`src/design/flash_status_consts.vh`:
```
// constants for the flash status poller: command codes, register map, bit positions, timing
// assumes a parallel nor flash on the pins and a 40 mhz sys_clk
//
// Summary of operation
// - host rereads data after toggle bit stops
// - host polls program or erase sector address
// - reads paced by output or chip enable
// - host reads twice and compares toggle
// - limit flag high: recheck, then fail and reset
// - resumed polling restarts from double read; the resume op here ends after its command write, without polling
`ifndef FLASH_STATUS_CONSTS_VH
`define FLASH_STATUS_CONSTS_VH
// register offsets of the controller
`define REG_CTRL          4'h0
`define REG_ADDR          4'h1
`define REG_WDATA         4'h2
`define REG_STATUS        4'h3
`define REG_RDATA         4'h4
// control register fields
`define CTRL_OP_LSB       0
`define CTRL_OP_MSB       2
`define CTRL_GO_BIT       3
`define CTRL_ABORT_BIT    4
// operation codes
`define OP_READ           3'h0
`define OP_PROGRAM        3'h1
`define OP_SECTOR_ERASE   3'h2
`define OP_CHIP_ERASE     3'h3
`define OP_SUSPEND        3'h4
`define OP_RESUME         3'h5
`define OP_RESET          3'h6
// flash command words and unlock addresses
`define UNLOCK_ADDR1      22'h000555
`define UNLOCK_ADDR2      22'h0002AA
`define UNLOCK_DATA1      8'hAA
`define UNLOCK_DATA2      8'h55
`define CMD_PROGRAM       8'hA0
`define CMD_ERASE_SETUP   8'h80
`define CMD_CHIP_ERASE    8'h10
`define CMD_SECTOR_ERASE  8'h30
`define CMD_SUSPEND       8'hB0
`define CMD_RESUME        8'h30
`define CMD_RESET         8'hF0
// data bit positions of status
`define BIT_POLL          7
`define BIT_TOGGLE_ONE    6
`define BIT_TIME_LIMIT    5
`define BIT_ERASE_WINDOW  3
`define BIT_TOGGLE_TWO    2
// result codes
`define RES_NONE          2'h0
`define RES_OK            2'h1
`define RES_FAIL          2'h2
// bus cycle timing in ns
`define T_CYCLE_NS        100
`define CLK_NS            25
`endif

```
`src/design/flash_bus_cycle.v`:
```
// one asynchronous flash read or write cycle on the pins
// assumes the flash needs at most T_CYCLE_NS of strobe width and access time
`timescale 1ns/1ps
`include "flash_status_consts.vh"
module flash_bus_cycle #(
  parameter AW = 22,                          // address width
  parameter DW = 8                            // data width
) (
  input  wire          sys_clk,               // system clock
  input  wire          rst_b,                 // synchronous reset, active low
  input  wire          start,                 // one-cycle request
  input  wire          is_write,              // 1 write, 0 read
  input  wire [AW-1:0] addr,                  // cycle address
  input  wire [DW-1:0] wdata,                 // write data
  input  wire [DW-1:0] dq_sync,               // synchronised data pins
  output reg           busy_q,                // cycle in progress
  output reg           done_q,                // one-cycle end pulse
  output reg  [DW-1:0] rdata_q,               // captured read data
  output reg  [AW-1:0] fl_addr_q,             // address pins
  output reg  [DW-1:0] dq_out_q,              // data out pins
  output reg           dq_oe_q,               // data pin drive enable
  output reg           ce_b_q,                // chip enable, active low
  output reg           oe_b_q,                // output enable, active low
  output reg           we_b_q                 // write enable, active low
);
  // strobe length in clocks, rounded up; plus sync latency on reads
  localparam [7:0] STROBE_CLKS = (`T_CYCLE_NS + `CLK_NS - 1) / `CLK_NS;
  localparam [7:0] READ_CLKS   = STROBE_CLKS + 8'h03;
  localparam [2:0] S_IDLE = 3'h1, S_STROBE = 3'h2, S_GAP = 3'h4;
  reg [2:0] state_q;                          // one-hot state
  reg [7:0] cnt_q;                            // strobe counter
  reg       wr_q;                             // latched direction
  // every read ends with both strobes high, forming one whole read cycle
  always @(posedge sys_clk) begin
    if (!rst_b) begin
      state_q <= S_IDLE; cnt_q <= 8'h00; wr_q <= 1'b0; busy_q <= 1'b0; done_q <= 1'b0;
      rdata_q <= {DW{1'b0}}; fl_addr_q <= {AW{1'b0}}; dq_out_q <= {DW{1'b0}};
      dq_oe_q <= 1'b0; ce_b_q <= 1'b1; oe_b_q <= 1'b1; we_b_q <= 1'b1;
    end else begin
      done_q <= 1'b0;
      case (state_q)
        S_IDLE: begin
          // start a cycle: chip enable paces the cycle with oe or we
          if (start) begin
            state_q <= S_STROBE; busy_q <= 1'b1; wr_q <= is_write; cnt_q <= 8'h00;
            fl_addr_q <= addr; dq_out_q <= wdata; dq_oe_q <= is_write;
            ce_b_q <= 1'b0; oe_b_q <= is_write; we_b_q <= ~is_write;
          end
        end
        S_STROBE: begin
          cnt_q <= cnt_q + 8'h01;
          // end of strobe: the rising write strobe launches status
          if ((wr_q && cnt_q == STROBE_CLKS) || (!wr_q && cnt_q == READ_CLKS)) begin
            state_q <= S_GAP; rdata_q <= dq_sync;
            ce_b_q <= 1'b1; oe_b_q <= 1'b1; we_b_q <= 1'b1;
          end
        end
        S_GAP: begin
          // release data bus one clock after strobes rise
          state_q <= S_IDLE; dq_oe_q <= 1'b0; busy_q <= 1'b0; done_q <= 1'b1;
        end
        default: state_q <= S_IDLE;
      endcase
    end
  end
endmodule // flash_bus_cycle

```
`src/design/flash_status_poller.v`:
```
// host controller: issues flash commands and follows the status polling procedure
// assumes one flash on the pins, a pulled-up ready/busy line, and a 40 mhz sys_clk
`timescale 1ns/1ps
`include "flash_status_consts.vh"
module flash_status_poller #(
  parameter AW         = 22,                  // flash address width
  parameter DW         = 8,                   // flash data width
  parameter MAX_POLLS  = 16'hFFFF             // read limit before declaring hang
) (
  input  wire          sys_clk,               // system clock
  input  wire          rst_b,                 // synchronous reset, active low
  input  wire [3:0]    reg_addr,              // register address
  input  wire [31:0]   reg_wdata,             // register write data
  input  wire          reg_wr,                // write strobe
  input  wire          reg_rd,                // read strobe
  output reg  [31:0]   reg_rdata_q,           // read data, one cycle later
  output wire [AW-1:0] fl_addr,               // flash address pins
  output wire [DW-1:0] dq_out,                // data pins out
  output wire          dq_oe,                 // data pins drive enable
  input  wire [DW-1:0] dq_in,                 // data pins in
  output wire          ce_b,                  // chip enable, active low
  output wire          oe_b,                  // output enable, active low
  output wire          we_b,                  // write enable, active low
  input  wire          ready_busy_output      // open-drain ready/busy pin
);
  localparam [6:0] S_IDLE = 7'h01, S_CMD = 7'h02, S_RD1 = 7'h04, S_RD2 = 7'h08,
                   S_RD3 = 7'h10, S_RESET = 7'h20, S_DONE = 7'h40;
  reg  [6:0]    state_q;                      // one-hot state
  reg  [2:0]    op_q;                         // latched operation
  reg  [AW-1:0] addr_q;                       // target address
  reg  [DW-1:0] wdata_q;                      // program data
  reg  [2:0]    step_q;                       // write cycle index
  reg  [1:0]    result_q;                     // last result code
  reg  [DW-1:0] first_q;                      // first read of a pair
  reg  [DW-1:0] rdata_keep_q;                 // last valid array data
  reg  [15:0]   polls_q;                      // reads spent polling
  reg           abort_q;                      // software stop request
  reg           start_q;                      // bus cycle request
  reg           is_wr_q;                      // bus cycle direction
  reg  [AW-1:0] cyc_addr_q;                   // bus cycle address
  reg  [DW-1:0] cyc_data_q;                   // bus cycle write data
  reg  [DW-1:0] dq_s1_q, dq_s2_q, dq_s3_q;    // data pin synchroniser
  reg  [2:0]    rb_s_q;                       // ready/busy synchroniser
  reg           rb_q;                         // filtered ready/busy
  wire          cyc_busy;                     // bus cycle active
  wire          cyc_done;                     // bus cycle finished
  wire [DW-1:0] cyc_rdata;                    // bus cycle read value
  reg  [2:0]    n_writes;                     // writes in the sequence
  reg  [AW-1:0] seq_addr;                     // address of this write
  reg  [DW-1:0] seq_data;                     // data of this write
  wire          toggled;                      // toggle bit moved
  // bus cycle engine
  flash_bus_cycle #(.AW(AW), .DW(DW)) u_cycle (
    .sys_clk(sys_clk), .rst_b(rst_b), .start(start_q), .is_write(is_wr_q),
    .addr(cyc_addr_q), .wdata(cyc_data_q), .dq_sync(dq_s3_q),
    .busy_q(cyc_busy), .done_q(cyc_done), .rdata_q(cyc_rdata),
    .fl_addr_q(fl_addr), .dq_out_q(dq_out), .dq_oe_q(dq_oe),
    .ce_b_q(ce_b), .oe_b_q(oe_b), .we_b_q(we_b));
  // three-stage synchronisers; ready/busy changes when stages two and three agree
  always @(posedge sys_clk) begin
    if (!rst_b) begin
      dq_s1_q <= {DW{1'b0}}; dq_s2_q <= {DW{1'b0}}; dq_s3_q <= {DW{1'b0}};
      rb_s_q <= 3'h7; rb_q <= 1'b1;
    end else begin
      dq_s1_q <= dq_in; dq_s2_q <= dq_s1_q; dq_s3_q <= dq_s2_q;
      rb_s_q <= {rb_s_q[1:0], ready_busy_output};
      if (rb_s_q[1] == rb_s_q[2]) rb_q <= rb_s_q[2];
    end
  end
  // command sequence table per operation
  always @* begin
    n_writes = 3'h1; seq_addr = `UNLOCK_ADDR1; seq_data = `CMD_RESET;
    case (op_q)
      `OP_PROGRAM: begin
        n_writes = 3'h4;
        case (step_q)
          3'h0: begin seq_addr = `UNLOCK_ADDR1; seq_data = `UNLOCK_DATA1; end
          3'h1: begin seq_addr = `UNLOCK_ADDR2; seq_data = `UNLOCK_DATA2; end
          3'h2: begin seq_addr = `UNLOCK_ADDR1; seq_data = `CMD_PROGRAM; end
          default: begin seq_addr = addr_q; seq_data = wdata_q; end
        endcase
      end
      `OP_SECTOR_ERASE, `OP_CHIP_ERASE: begin
        n_writes = 3'h6;
        case (step_q)
          3'h0, 3'h3: begin seq_addr = `UNLOCK_ADDR1; seq_data = `UNLOCK_DATA1; end
          3'h1, 3'h4: begin seq_addr = `UNLOCK_ADDR2; seq_data = `UNLOCK_DATA2; end
          3'h2: begin seq_addr = `UNLOCK_ADDR1; seq_data = `CMD_ERASE_SETUP; end
          default: begin
            seq_addr = (op_q == `OP_CHIP_ERASE) ? `UNLOCK_ADDR1 : addr_q;
            seq_data = (op_q == `OP_CHIP_ERASE) ? `CMD_CHIP_ERASE : `CMD_SECTOR_ERASE;
          end
        endcase
      end
      `OP_SUSPEND: begin seq_addr = addr_q; seq_data = `CMD_SUSPEND; end
      `OP_RESUME:  begin seq_addr = addr_q; seq_data = `CMD_RESUME; end
      default:     begin seq_addr = `UNLOCK_ADDR1; seq_data = `CMD_RESET; end
    endcase
  end
  // toggle bit one compared across the pair of reads
  assign toggled = first_q[`BIT_TOGGLE_ONE] != cyc_rdata[`BIT_TOGGLE_ONE];
  // main sequencer and register writes
  always @(posedge sys_clk) begin
    if (!rst_b) begin
      state_q <= S_IDLE; op_q <= `OP_READ; addr_q <= {AW{1'b0}}; wdata_q <= {DW{1'b0}};
      step_q <= 3'h0; result_q <= `RES_NONE; first_q <= {DW{1'b0}};
      rdata_keep_q <= {DW{1'b0}}; polls_q <= 16'h0000; abort_q <= 1'b0;
      start_q <= 1'b0; is_wr_q <= 1'b0; cyc_addr_q <= {AW{1'b0}}; cyc_data_q <= {DW{1'b0}};
    end else begin
      start_q <= 1'b0;
      // abort: stop polling; the next poll starts over
      if (reg_wr && reg_addr == `REG_CTRL && reg_wdata[`CTRL_ABORT_BIT]) abort_q <= 1'b1;
      if (reg_wr && reg_addr == `REG_ADDR && state_q == S_IDLE) addr_q <= reg_wdata[AW-1:0];
      if (reg_wr && reg_addr == `REG_WDATA && state_q == S_IDLE) wdata_q <= reg_wdata[DW-1:0];
      case (state_q)
        S_IDLE: begin
          abort_q <= 1'b0;
          if (reg_wr && reg_addr == `REG_CTRL && reg_wdata[`CTRL_GO_BIT]) begin
            op_q <= reg_wdata[`CTRL_OP_MSB:`CTRL_OP_LSB]; step_q <= 3'h0;
            result_q <= `RES_NONE; polls_q <= 16'h0000; state_q <= S_CMD;
          end
        end
        S_CMD: begin
          if (op_q == `OP_READ) begin
            // plain array read, also used outside suspended sectors
            if (!cyc_busy && !start_q && !cyc_done) begin
              start_q <= 1'b1; is_wr_q <= 1'b0; cyc_addr_q <= addr_q;
            end
            if (cyc_done) begin rdata_keep_q <= cyc_rdata; result_q <= `RES_OK; state_q <= S_DONE; end
          end else if (!cyc_busy && !start_q && !cyc_done) begin
            start_q <= 1'b1; is_wr_q <= 1'b1; cyc_addr_q <= seq_addr; cyc_data_q <= seq_data;
          end else if (cyc_done) begin
            if (step_q == n_writes - 3'h1) begin
              // poll at program address or erase sector
              step_q <= 3'h0;
              state_q <= (op_q == `OP_RESET || op_q == `OP_RESUME) ? S_DONE : S_RD1;
              if (op_q == `OP_RESET || op_q == `OP_RESUME) result_q <= `RES_OK;
            end else step_q <= step_q + 3'h1;
          end
        end
        S_RD1, S_RD2, S_RD3: begin
          if (!cyc_busy && !start_q && !cyc_done) begin
            if (abort_q) state_q <= S_DONE;
            else begin start_q <= 1'b1; is_wr_q <= 1'b0; cyc_addr_q <= addr_q; end
          end else if (cyc_done) begin
            polls_q <= polls_q + 16'h0001;
            first_q <= cyc_rdata;
            if (state_q == S_RD1) state_q <= S_RD2;       // first of a pair
            else if (!toggled) begin
              // stopped: finished; the next read holds valid data
              result_q <= `RES_OK; op_q <= `OP_READ; state_q <= S_CMD;
            end else if (state_q == S_RD3 || polls_q == MAX_POLLS) begin
              result_q <= `RES_FAIL; op_q <= `OP_RESET; state_q <= S_RESET;
            end else if (cyc_rdata[`BIT_TIME_LIMIT]) state_q <= S_RD3;
            else if (op_q == `OP_SUSPEND && rb_q) begin
              // suspend reached: ready line released
              result_q <= `RES_OK; state_q <= S_DONE;
            end
          end
        end
        S_RESET: begin
          // reset command back to array read
          if (!cyc_busy && !start_q && !cyc_done) begin
            start_q <= 1'b1; is_wr_q <= 1'b1; cyc_addr_q <= `UNLOCK_ADDR1; cyc_data_q <= `CMD_RESET;
          end
          if (cyc_done) state_q <= S_DONE;
        end
        S_DONE: state_q <= S_IDLE;
        default: state_q <= S_IDLE;
      endcase
    end
  end
  // register read port, data one cycle after the strobe
  always @(posedge sys_clk) begin
    if (!rst_b) reg_rdata_q <= 32'h0000_0000;
    else if (reg_rd) begin
      case (reg_addr)
        `REG_CTRL:   reg_rdata_q <= {29'h0, op_q};
        `REG_ADDR:   reg_rdata_q <= {{(32-AW){1'b0}}, addr_q};
        `REG_WDATA:  reg_rdata_q <= {{(32-DW){1'b0}}, wdata_q};
        `REG_STATUS: reg_rdata_q <= {first_q, polls_q, 3'h0, rb_q, result_q,
                                     state_q != S_IDLE, 1'b0};
        `REG_RDATA:  reg_rdata_q <= {{(32-DW){1'b0}}, rdata_keep_q};
        default:     reg_rdata_q <= 32'h0000_0000;
      endcase
    end
  end
endmodule // flash_status_poller

```
`config.mk`:
```
export PLATFORM = sky130hd
export DESIGN_NAME = flash_status_poller
export DESIGN_NICKNAME = d
export VERILOG_FILES = /design/src/design/flash_bus_cycle.v /design/src/design/flash_status_poller.v
export VERILOG_INCLUDE_DIRS = /design/src /design/src/design
export SDC_FILE = /design/constraint.sdc
export NUM_CORES = 1
export LEC_CHECK = 0
export BUFFER_PORTS_ARGS = -buffer_cell sky130_fd_sc_hd__buf_4
export CORE_MARGIN = 8
export CORE_UTILIZATION = 45
export CTS_CLUSTER_SIZE = 8
export DETAILED_ROUTE_END_ITERATION = 6
export GPL_TIMING_DRIVEN = 1
export SKIP_LAST_GASP = 1
export SLEW_MARGIN = 20
export SYNTH_ARGS = -nofsm -noshare
export SYNTH_HDL_FRONTEND = slang
export SYNTH_SLANG_ARGS = --single-unit
```
`constraint.sdc`:
```
create_clock -name sys_clk -period 7.1 [get_ports sys_clk]
set_input_delay 0.355 -clock sys_clk [delete_from_list [all_inputs] [get_ports sys_clk]]
set_output_delay 0.355 -clock sys_clk [all_outputs]
set_load 0.01 [all_outputs]
```
; ---- Word level (Yosys, flattened, before mapping)
; Index checks and enable logic that the tools add are counted.
[totals]
register_bits = 226
latchBits = 0
ram_bits = 0
mem_bits_ro = 0
input_bits = 49
out_inout_bits = 66
wordCells = 242
mem_count = 0
[op_classes]
addsub = 4
multipliers = 0
div_mod_pow = 0
magnitude_cmp = 0
eq_ne = 54
shifts = 0
muxes = 95
bitwise = 3
reduce_logical = 54
[op_table]
columns = operator, count
row1 = one-hot mux 32 bit (5 select lines), 1
row2 = two-way mux 22 bit, 7
row3 = one-hot mux 22 bit (3 select lines), 2
row4 = two-way mux 7 bit, 15
row5 = one-hot mux 22 bit (2 select lines), 2
row6 = two-way mux 16 bit, 3
row7 = one-hot mux 8 bit (3 select lines), 2
row8 = two-way mux 3 bit, 13
row9 = two-way mux 8 bit, 4
row10 = one-hot mux 16 bit (2 select lines), 1
row11 = one-hot mux 8 bit (2 select lines), 2
row12 = one-hot mux 8 bit (4 select lines), 1
row13 = two-way mux 2 bit, 14
row14 = one-hot mux 7 bit (4 select lines), 1
row15 = one-hot mux 3 bit (2 select lines), 4
row16 = inequality test 2 bit (second input constant), 9
row17 = inequality test 3 bit (second input constant), 6
row18 = adder 16 x 1 -> 16 bit (second input constant), 1
row19 = equality test 16 bit (second input constant), 1
row20 = equality test 8 x 3 -> 1 bit (second input constant), 2
row21 = equality test 3 x 2 -> 1 bit (second input constant), 5
row22 = equality test 3 bit (second input constant), 5
row23 = two-way mux 1 bit, 14
row24 = OR reduction 2 bit, 7
row25 = other kinds (41), 88

; ---- Logic depth before layout (Yosys ltp)
; Gate-level depths: netlist (run 1).
[depth]
depth_word = 10
ltp_mapped = 10
ltp_nobuf = 8

; ---- Modules after synthesis
; From an unflattened synthesis (run 1), not the netlist that was laid out.
[unflattened]
cells_unflattened = 1152
area_unflattened_um2 = 9694.3
[modules_own_cells]
columns = mod, instances, cells_each, area_each_um2, seq_area_each_um2
row1 = flash_status_poller, 1, 900, 7549.7, 3403.3
row2 = flash_bus_cycle, 1, 252, 2144.6, 1121.1

; ---- Worst setup path before layout (run 1)
; OpenSTA, ideal clock, no wires.
[synth_path]
path_type = flip-flop to flip-flop
start = register step_q[0]
end = register cyc_addr_q[8]
setup_time_ns = 0.117
t_arrival_ns = 2.394
setup_slack_ns = 4.588
stages_incl_launch_ff = 10
n_path_buf = 1
period_less_slack_ns = 2.512
cell_sequence = dfxtp_1 > clkbuf_1 > inv_1 > ha_1 > or4b_2 > a21oi_1 > o311ai_0 > a31o_2 > o21ai_0 > nor3_1
[synth_via]
elab_chain_len = 7
word_cells_on_any_way = 14
[synth_rtl]
columns = item, line
row1 = "start, declared", flash_status_poller.v:32  ; reg [2:0] step_q;
row2 = "start signal, assigned", flash_status_poller.v:138  ; end else step_q <= step_q + 3'h1;
row3 = "equality test 3 x 2 -> 1 bit, or another cell as far along", "flash_status_poller.v:76, flash_status_poller.v:85"
row4 = "OR reduction 3 bit (no line), or another cell as far along", n/a
row5 = one-hot mux 22 bit (2 select lines) (on tied branches), "flash_status_poller.v:85, flash_status_poller.v:76"
row6 = one-hot mux 22 bit (3 select lines) (*), flash_status_poller.v:73  ; case (op_q)
row7 = two-way mux 22 bit (*), flash_status_poller.v:130  ; end else if (!cyc_busy && !start_q && !cyc_done) begin
row8 = two-way mux 22 bit (*), flash_status_poller.v:124  ; if (op_q == `OP_READ) begin
row9 = one-hot mux 22 bit (3 select lines) (*), flash_status_poller.v:115  ; case (state_q)
row10 = "end signal, assigned", flash_status_poller.v:127  ; start_q <= 1'b1; is_wr_q <= 1'b0; cyc_addr_q <= addr_q;
row11 = "end signal, assigned", flash_status_poller.v:131  ; start_q <= 1'b1; is_wr_q <= 1'b1; cyc_addr_q <= seq_addr; cyc_data_q <= seq_data;
row12 = "end signal, assigned", flash_status_poller.v:144  ; else begin start_q <= 1'b1; is_wr_q <= 1'b0; cyc_addr_q <= addr_q; end
row13 = "end, declared", flash_status_poller.v:40  ; reg [AW-1:0] cyc_addr_q;
; Every way passes the cells marked *; elsewhere a longest branch is shown, timed or not. The select of a mux whose other input is x is not followed.
; A chain may end at the register's enable or synchronous reset.

; ---- Worst setup path after layout (run 1)
[layout_path]
start = register state_q[0]
end = register cyc_addr_q[14]
[layout_via]
elab_chain_len = 4
word_cells_on_any_way = 13
[layout_rtl]
columns = item, line
row1 = "start, declared", flash_status_poller.v:28  ; reg [6:0] state_q;
row2 = "start signal, assigned", flash_status_poller.v:136  ; state_q <= (op_q == `OP_RESET || op_q == `OP_RESUME) ? S_DONE : S_RD1;
row3 = "equality test 7 x 3 -> 1 bit, or another cell as far along", flash_status_poller.v:115
row4 = OR reduction 3 bit, flash_status_poller.v:115
row5 = inequality test 2 bit (no line) / nonzero test 3 bit (equally long branches), n/a
row6 = AND reduction 5 bit (no line), n/a
row7 = "end signal, assigned", flash_status_poller.v:108  ; start_q <= 1'b0; is_wr_q <= 1'b0; cyc_addr_q <= {AW{1'b0}}; cyc_data_q <= {DW{1'b0}};
row8 = "end signal, assigned", flash_status_poller.v:127
row9 = "end signal, assigned", flash_status_poller.v:131
; Parallel ways exist; a longest one is shown, timed or not.

==> results_dict.tcl, run 1 <==
set metrics [dict create \
    slew_headroom_pct 33.9 \
    path_clk_slew_ps 60 \
    p_leak_nw 4.27 \
    crit_path_end "cyc_addr_q[14]" \
    gr-usage-met1_pct 27.6 \
    design_area_mm2 0.0112 \
    period_minus_slack_ps 3240 \
    critPathLaunchType "flop" \
    status "finished, violations left" \
    initial_utilization_pct 45.4 \
    antennaDiodeCount 0 \
    dp_hpwl_um 18300 \
    wl_um 26000 \
    r2r_end "cyc_addr_q[14]" \
    syn_to_final_growth_pct 19.2 \
    row_count 53 \
    max-cap-violations 0 \
    cts_buffers 34 \
    grt_max_degree 88 \
    synthDominantCellAreaShare_pct 48.1 \
    clockBufferDepth 3 \
    yosys.cell_types.count 67 \
    final_cell_mix "226 x dfxtp_1, 176 x nand2_1, 118 x nor2_1" \
    ctsResizeCount 0 \
    ant_nets 0 \
    rr_worst_depth 5 \
    clock_latency_ps 490 \
    regArea_mm2 0.00452 \
    max_clock_freq_mhz 309 \
    synth_edf_count 0 \
    busiest_layer "met2" \
    cp-startpoint "state_q[0]" \
    holdBufCountCts 0 \
    routedWlPerCell_um 17.9 \
    finalSetupViolations 0 \
    postPlaceCellArea_mm2 0.0103 \
    io_buffers 104 \
    fill_cells 1979 \
    antenna_found_initial 0 \
    clockRootBuffer "clkbuf_16" \
    place.gp.congestion 0.887 \
    viasPerCell 5.59 \
    drt-initial-drc-count 751 \
    ys_top_cells_by_area "dfxtp_1 48%, nand2_1 7.0%, a21oi_1 6.0%" \
    cp_data_arrival_time_ps 3620 \
    cts_max_level 2 \
    multi_input_area_mm2 0.00457 \
    die-width_um 161 \
    nets 1237 \
    synthFlopType "dfxtp_1" \
    cts_setup_buffers 0 \
    gr-total-overflow 0 \
    tns_ps 0 \
    end_kind "flop" \
    fin_skew_ps 11.0 \
    worst_pin_slew_ps 984 \
    violations "design-rule violations" \
    hold_viol 0 \
    yosysTopAreaCell "dfxtp_1" \
    ys_warn_count 0 \
    ys_ff_latch 226 \
    die_area_mm2 0.0258 \
    r2r-start "state_q[0]" \
    async_flop_share_pct 0 \
    synth_top_family_by_area "simple AND/OR/NAND/NOR gates" \
    min_from "ready_busy_output" \
    critPathKind "flop to flop" \
    syn_inst 1098 \
    power.density_mw_per_mm2 264 \
    grt_pass1_vias 7553 \
    synth-seq-area-share_pct 48.1 \
    core_area_mm2 0.0208 \
    use_met2_pct 29.6 \
    final_layout_size_suffix_gt1_share_pct 14.8 \
    fin_crit_sh_pct 45.6 \
    grt_pass1_wl_um 41800 \
    hold_path.class "primary input to flop" \
    synth_area_per_cell_um2 8.57 \
    r2r_slack_ps 3860 \
    first_pass_iters 7 \
    syn_nets 1158 \
    use_met3_pct 3.84 \
    vias 8130 \
    io_pins 115 \
    syn_area_mm2 0.00942 \
    final_common_cell "dfxtp_1" \
    synthSimpleGateAreaFrac_pct 22.6 \
    post_synth_fa_ha_maj_area_fraction_pct 1.46 \
    route.detailed.drc 2 \
    required_ps 7480 \
    synth_compound_area_share_pct 18.7 \
    muxShareOfSynthArea_pct 3.75 \
    drv_slew 0 \
    cts_tree "built" \
    cts.sinks 226 \
    grtUsageTotal_pct 19.7 \
    critPathMaxFanout 16 \
    fp.dieH_um 161 \
    peakVddDrop_v 0.000181 \
    rsz0062_at_grt "false" \
    synth_xor_area_share_pct 1.95 \
]
==> worst min-delay path by stage <==
stage	end	slack, ps	cells after the start
after floorplan	rb_s_q[1]	390	1
after global placement	rb_s_q[1]	390	1
after detailed placement	rb_s_q[1]	400	1
after CTS	rb_s_q[0]	40	2
after global routing	dq_s1_q[7]	60	2
final	rb_s_q[0]	60	2
==> synthesized netlist by cell type, types with 11 or more instances <==
cell type	count
a21oi_1	112
a222oi_1	22
a22o_1	11
a22oi_1	14
and2_1	32
and3_1	12
clkbuf_1	58
dfxtp_1	226
ha_1	11
inv_1	19
mux2i_1	33
nand2_1	176
nand3_1	21
nor2_1	119
nor3_1	27
o21ai_0	38
xor2_1	12
==> worst max-delay path, stage by stage (launching register included) <==
cell and delay, ps:
dfxtp_1 390, nor4_2 720, o2111ai_1 490, a31oi_2 830, nor2_1 360, a22o_1 320
==> cell families after synthesis <==
logic type | after synthesis
AOI/OAI and AO/OA | 269
buffers and inverters | 85
and+or+nand+nor | 451
muxes | 35
DFF | 226
adders and majority gates | 11
xor gates and xnor gates | 21
==> sequential cells by signal, indices dropped and copies added (netlist names), 16 cells and up <==
signal	cells
polls_q	16
reg_rdata_q	32
cyc_addr_q	22
addr_q	22
u_cycle.fl_addr_q	22
==> report_power, final <==
part	leakage [nW]	internal (mW)	switching, mW
Combinational	2.01	0.0865	0.158
Clock	0.437	0.865	0.528
Sequential	1.83	1.30	0.0252
==> metal layers <==
layer  wire [µm]  vias to the layer above  share of wire (%)
li1            -                     4029                  -
met1       12200                     3774                 47
met2       11500                      269                 44
met3        1700                       58                6.5
met4         681                        0                2.6
met5           0                        -                  0
==> per-stage QoR <==
step,hold slack [ps],power [mW],utilization (%),cells,worst slack [ps]
finish,57.4,2.96,54.1,1454,3860
floorplan,386,1.51,-,1098,4590
CTS,41.9,2.98,54.1,1454,3890
detailed placement,396,1.59,49.8,1416,3950
global route,60.6,3.06,54.1,1454,3730
global placement,393,1.59,49.8,1416,3940
==> layout make-up <==
cell class | count | share of cell area [%]
Inverter | 19 | 0.658
Timing Repair Buffer | 109 | 7.29
Multi-Input combinational cell | 787 | 40.7
Sequential cell | 226 | 40.3
Tap cell | 275 | 3.06
Clock inverter | 2 | 0.145
Clock buffer | 36 | 7.83
Note: power is estimated with default switching activity, not from simulation.
==> run 2: changes to the inputs <==
Clock period 7.1 ns to 3 ns, I/O delays scaled along.
==> run 2 against run 1 <==
The run still ends with design-rule violations left. Sequential share of layout area shrank 2.0 points. Cell area grew 5.2%. Via count grew 2.8%. Critical path depth grew 3. Combinational power grew to 2.7 times the previous value. Non-clock buffer count grew 61. Die area is the same. Hold slack gained 200 ps. Clock power grew 140%. Clock skew grew 0.61 ps. Maximum frequency grew 27%. Utilization grew 2.8 points. Largest power group unchanged. Highest routed layer unchanged.
==> results_dict.tcl, run 2 (synthesis gave the netlist of run 1 again) <==
set metrics [dict create \
    wl_met1_um 12500 \
    cts_max_level 2 \
    top_register "reg_rdata_q" \
    required_ps 3370 \
    grt_max_degree 92 \
    min_from "reg_addr[3]" \
    ctsResizeCount 0 \
    r2r_slack_ps 450 \
    io_buffers 104 \
    drt-initial-drc-count 692 \
    cpPeakStageDelay_ps 640 \
    path_clk_slew_ps 50 \
    fin_skew_ps 11.6 \
    violations "design-rule violations" \
    io_pins 115 \
    grtUsageTotal_pct 20.2 \
    gr-total-overflow 0 \
    p_leak_nw 4.57 \
    final_cell_mix "226 x dfxtp_1, 176 x nand2_1, 135 x buf_4" \
    first_pass_iters 7 \
    clockRootBuffer "clkbuf_16" \
    peakVddDrop_v 0.000439 \
    path_cells "inv_1, ha_1, or4b_2, a21oi_1, o311ai_0, a31o_2, o21ai_0, nor3_1" \
    final_core_util_pct 56.9 \
    initial_utilization_pct 45.4 \
    worst_pin_slew_ps 1010 \
    period_minus_slack_ps 2550 \
    clockBufferDepth 3 \
    viasPerCell 5.51 \
    nets 1298 \
    cts_tree "built" \
    core_area_mm2 0.0208 \
    drv_slew 0 \
    cp_data_arrival_time_ps 2920 \
    dp_hpwl_um 19100 \
    grt_pass1_wl_um 42900 \
    critPathMaxFanout 7 \
    die-width_um 161 \
    route.detailed.drc 4 \
    max-cap-violations 0 \
    crit_family "compound AO/OA/AOI/OAI gates" \
    grt_pass1_vias 7805 \
    largest_reg_flops 32 \
    cts_buffers 34 \
    cp_slowest_cell "or4b_2" \
    fp.dieH_um 161 \
    dr_wl_met3_um 1720 \
    syn_to_final_growth_pct 25.4 \
    design_area_mm2 0.0118 \
    critPathKind "flop to flop" \
    postPlaceCellArea_mm2 0.0105 \
    antennaDiodeCount 0 \
    die_area_mm2 0.0258 \
    power.density_mw_per_mm2 607 \
    clock_latency_ps 490 \
    max_clock_freq_mhz 393 \
    ant_nets 0 \
    r2r-start "step_q[1]" \
    end_kind "flop" \
    finalSetupViolations 0 \
    hold_path.class "primary input to flop" \
    row_count 53 \
    rsz0062_at_grt "false" \
    final_common_cell "dfxtp_1" \
    routedWlPerCell_um 17.7 \
    cts.sinks 226 \
    vias 8355 \
    cp_num_buf_inv 1 \
    fin_crit_sh_pct 84.9 \
    final_layout_size_suffix_gt1_share_pct 16.1 \
    fin_cells 1515 \
    place.gp.congestion 0.887 \
    antenna_found_initial 0 \
    status "finished, violations left" \
    wl_met2_um 11900 \
    slew_headroom_pct 32.8 \
    critPathLaunchType "flop" \
    hold_viol 0 \
    dp.cells 1443 \
    tns_ps 0 \
    highest_layer "met4" \
    cp-startpoint "step_q[1]" \
    wl_um 26800 \
]
[run 2: area by class of cell]
cell class              count  area [µm²]
clock inverters             2        38.8
repair buffers            170        1370
multi-input cells         787        4560
inverters                  19        73.8
clock buffers              36         890
well taps                 275         344
fillers                  1901        8950
flip-flops and latches    226        4520
[run 2: final timing paths]
check             depth (start not counted)       endpoint
setup / recovery                          8  cyc_addr_q[8]
hold / removal                            5        abort_q
setup reg to reg                          8  cyc_addr_q[8]
hold reg to reg                           1      rb_s_q[1]
[run 2: layer usage]
layer  track usage, %  vias up
met3             4.61       49
met5                0        -
met1             27.5     3906
li1                 -     4152
met2             31.1      248
met4             6.71        0
[run 2: timing repair]
item	in CTS	in global routing
hold endpoints to repair	45	0
endpoints found under the setup margin	0	0
hold buffers	34	0
setup buffers	0	0
[run 2: stage by stage]
step           worst slack [ps]  total power, mW  hold slack, ps
6_report                    454             7.17             261
5_1_grt                     307             7.45             301
4_1_cts                     481             7.26             243
3_5_place_dp                504             3.81             339
3_3_place_gp                487             3.81             335
2_1_floorplan               488             3.57             251
[run 2: worst register-to-register path: stages, from the launching register on]
cell and delay [ps]:
dfxtp_1 400, inv_1 110, ha_1 270, or4b_2 650
a21oi_1 260, o311ai_0 210, a31o_2 330, o21ai_0 150
nor3_1 60
[run 2: where the power goes]
| group | internal (mW) | switching [mW] | leakage (nW) |
|---|---|---|---|
| Combinational | 0.272 | 0.392 | 2.29 |
| Sequential | 3.07 | 0.0578 | 1.83 |
| Clock | 2.15 | 1.23 | 0.457 |
| Total | 5.50 | 1.68 | 4.57 |
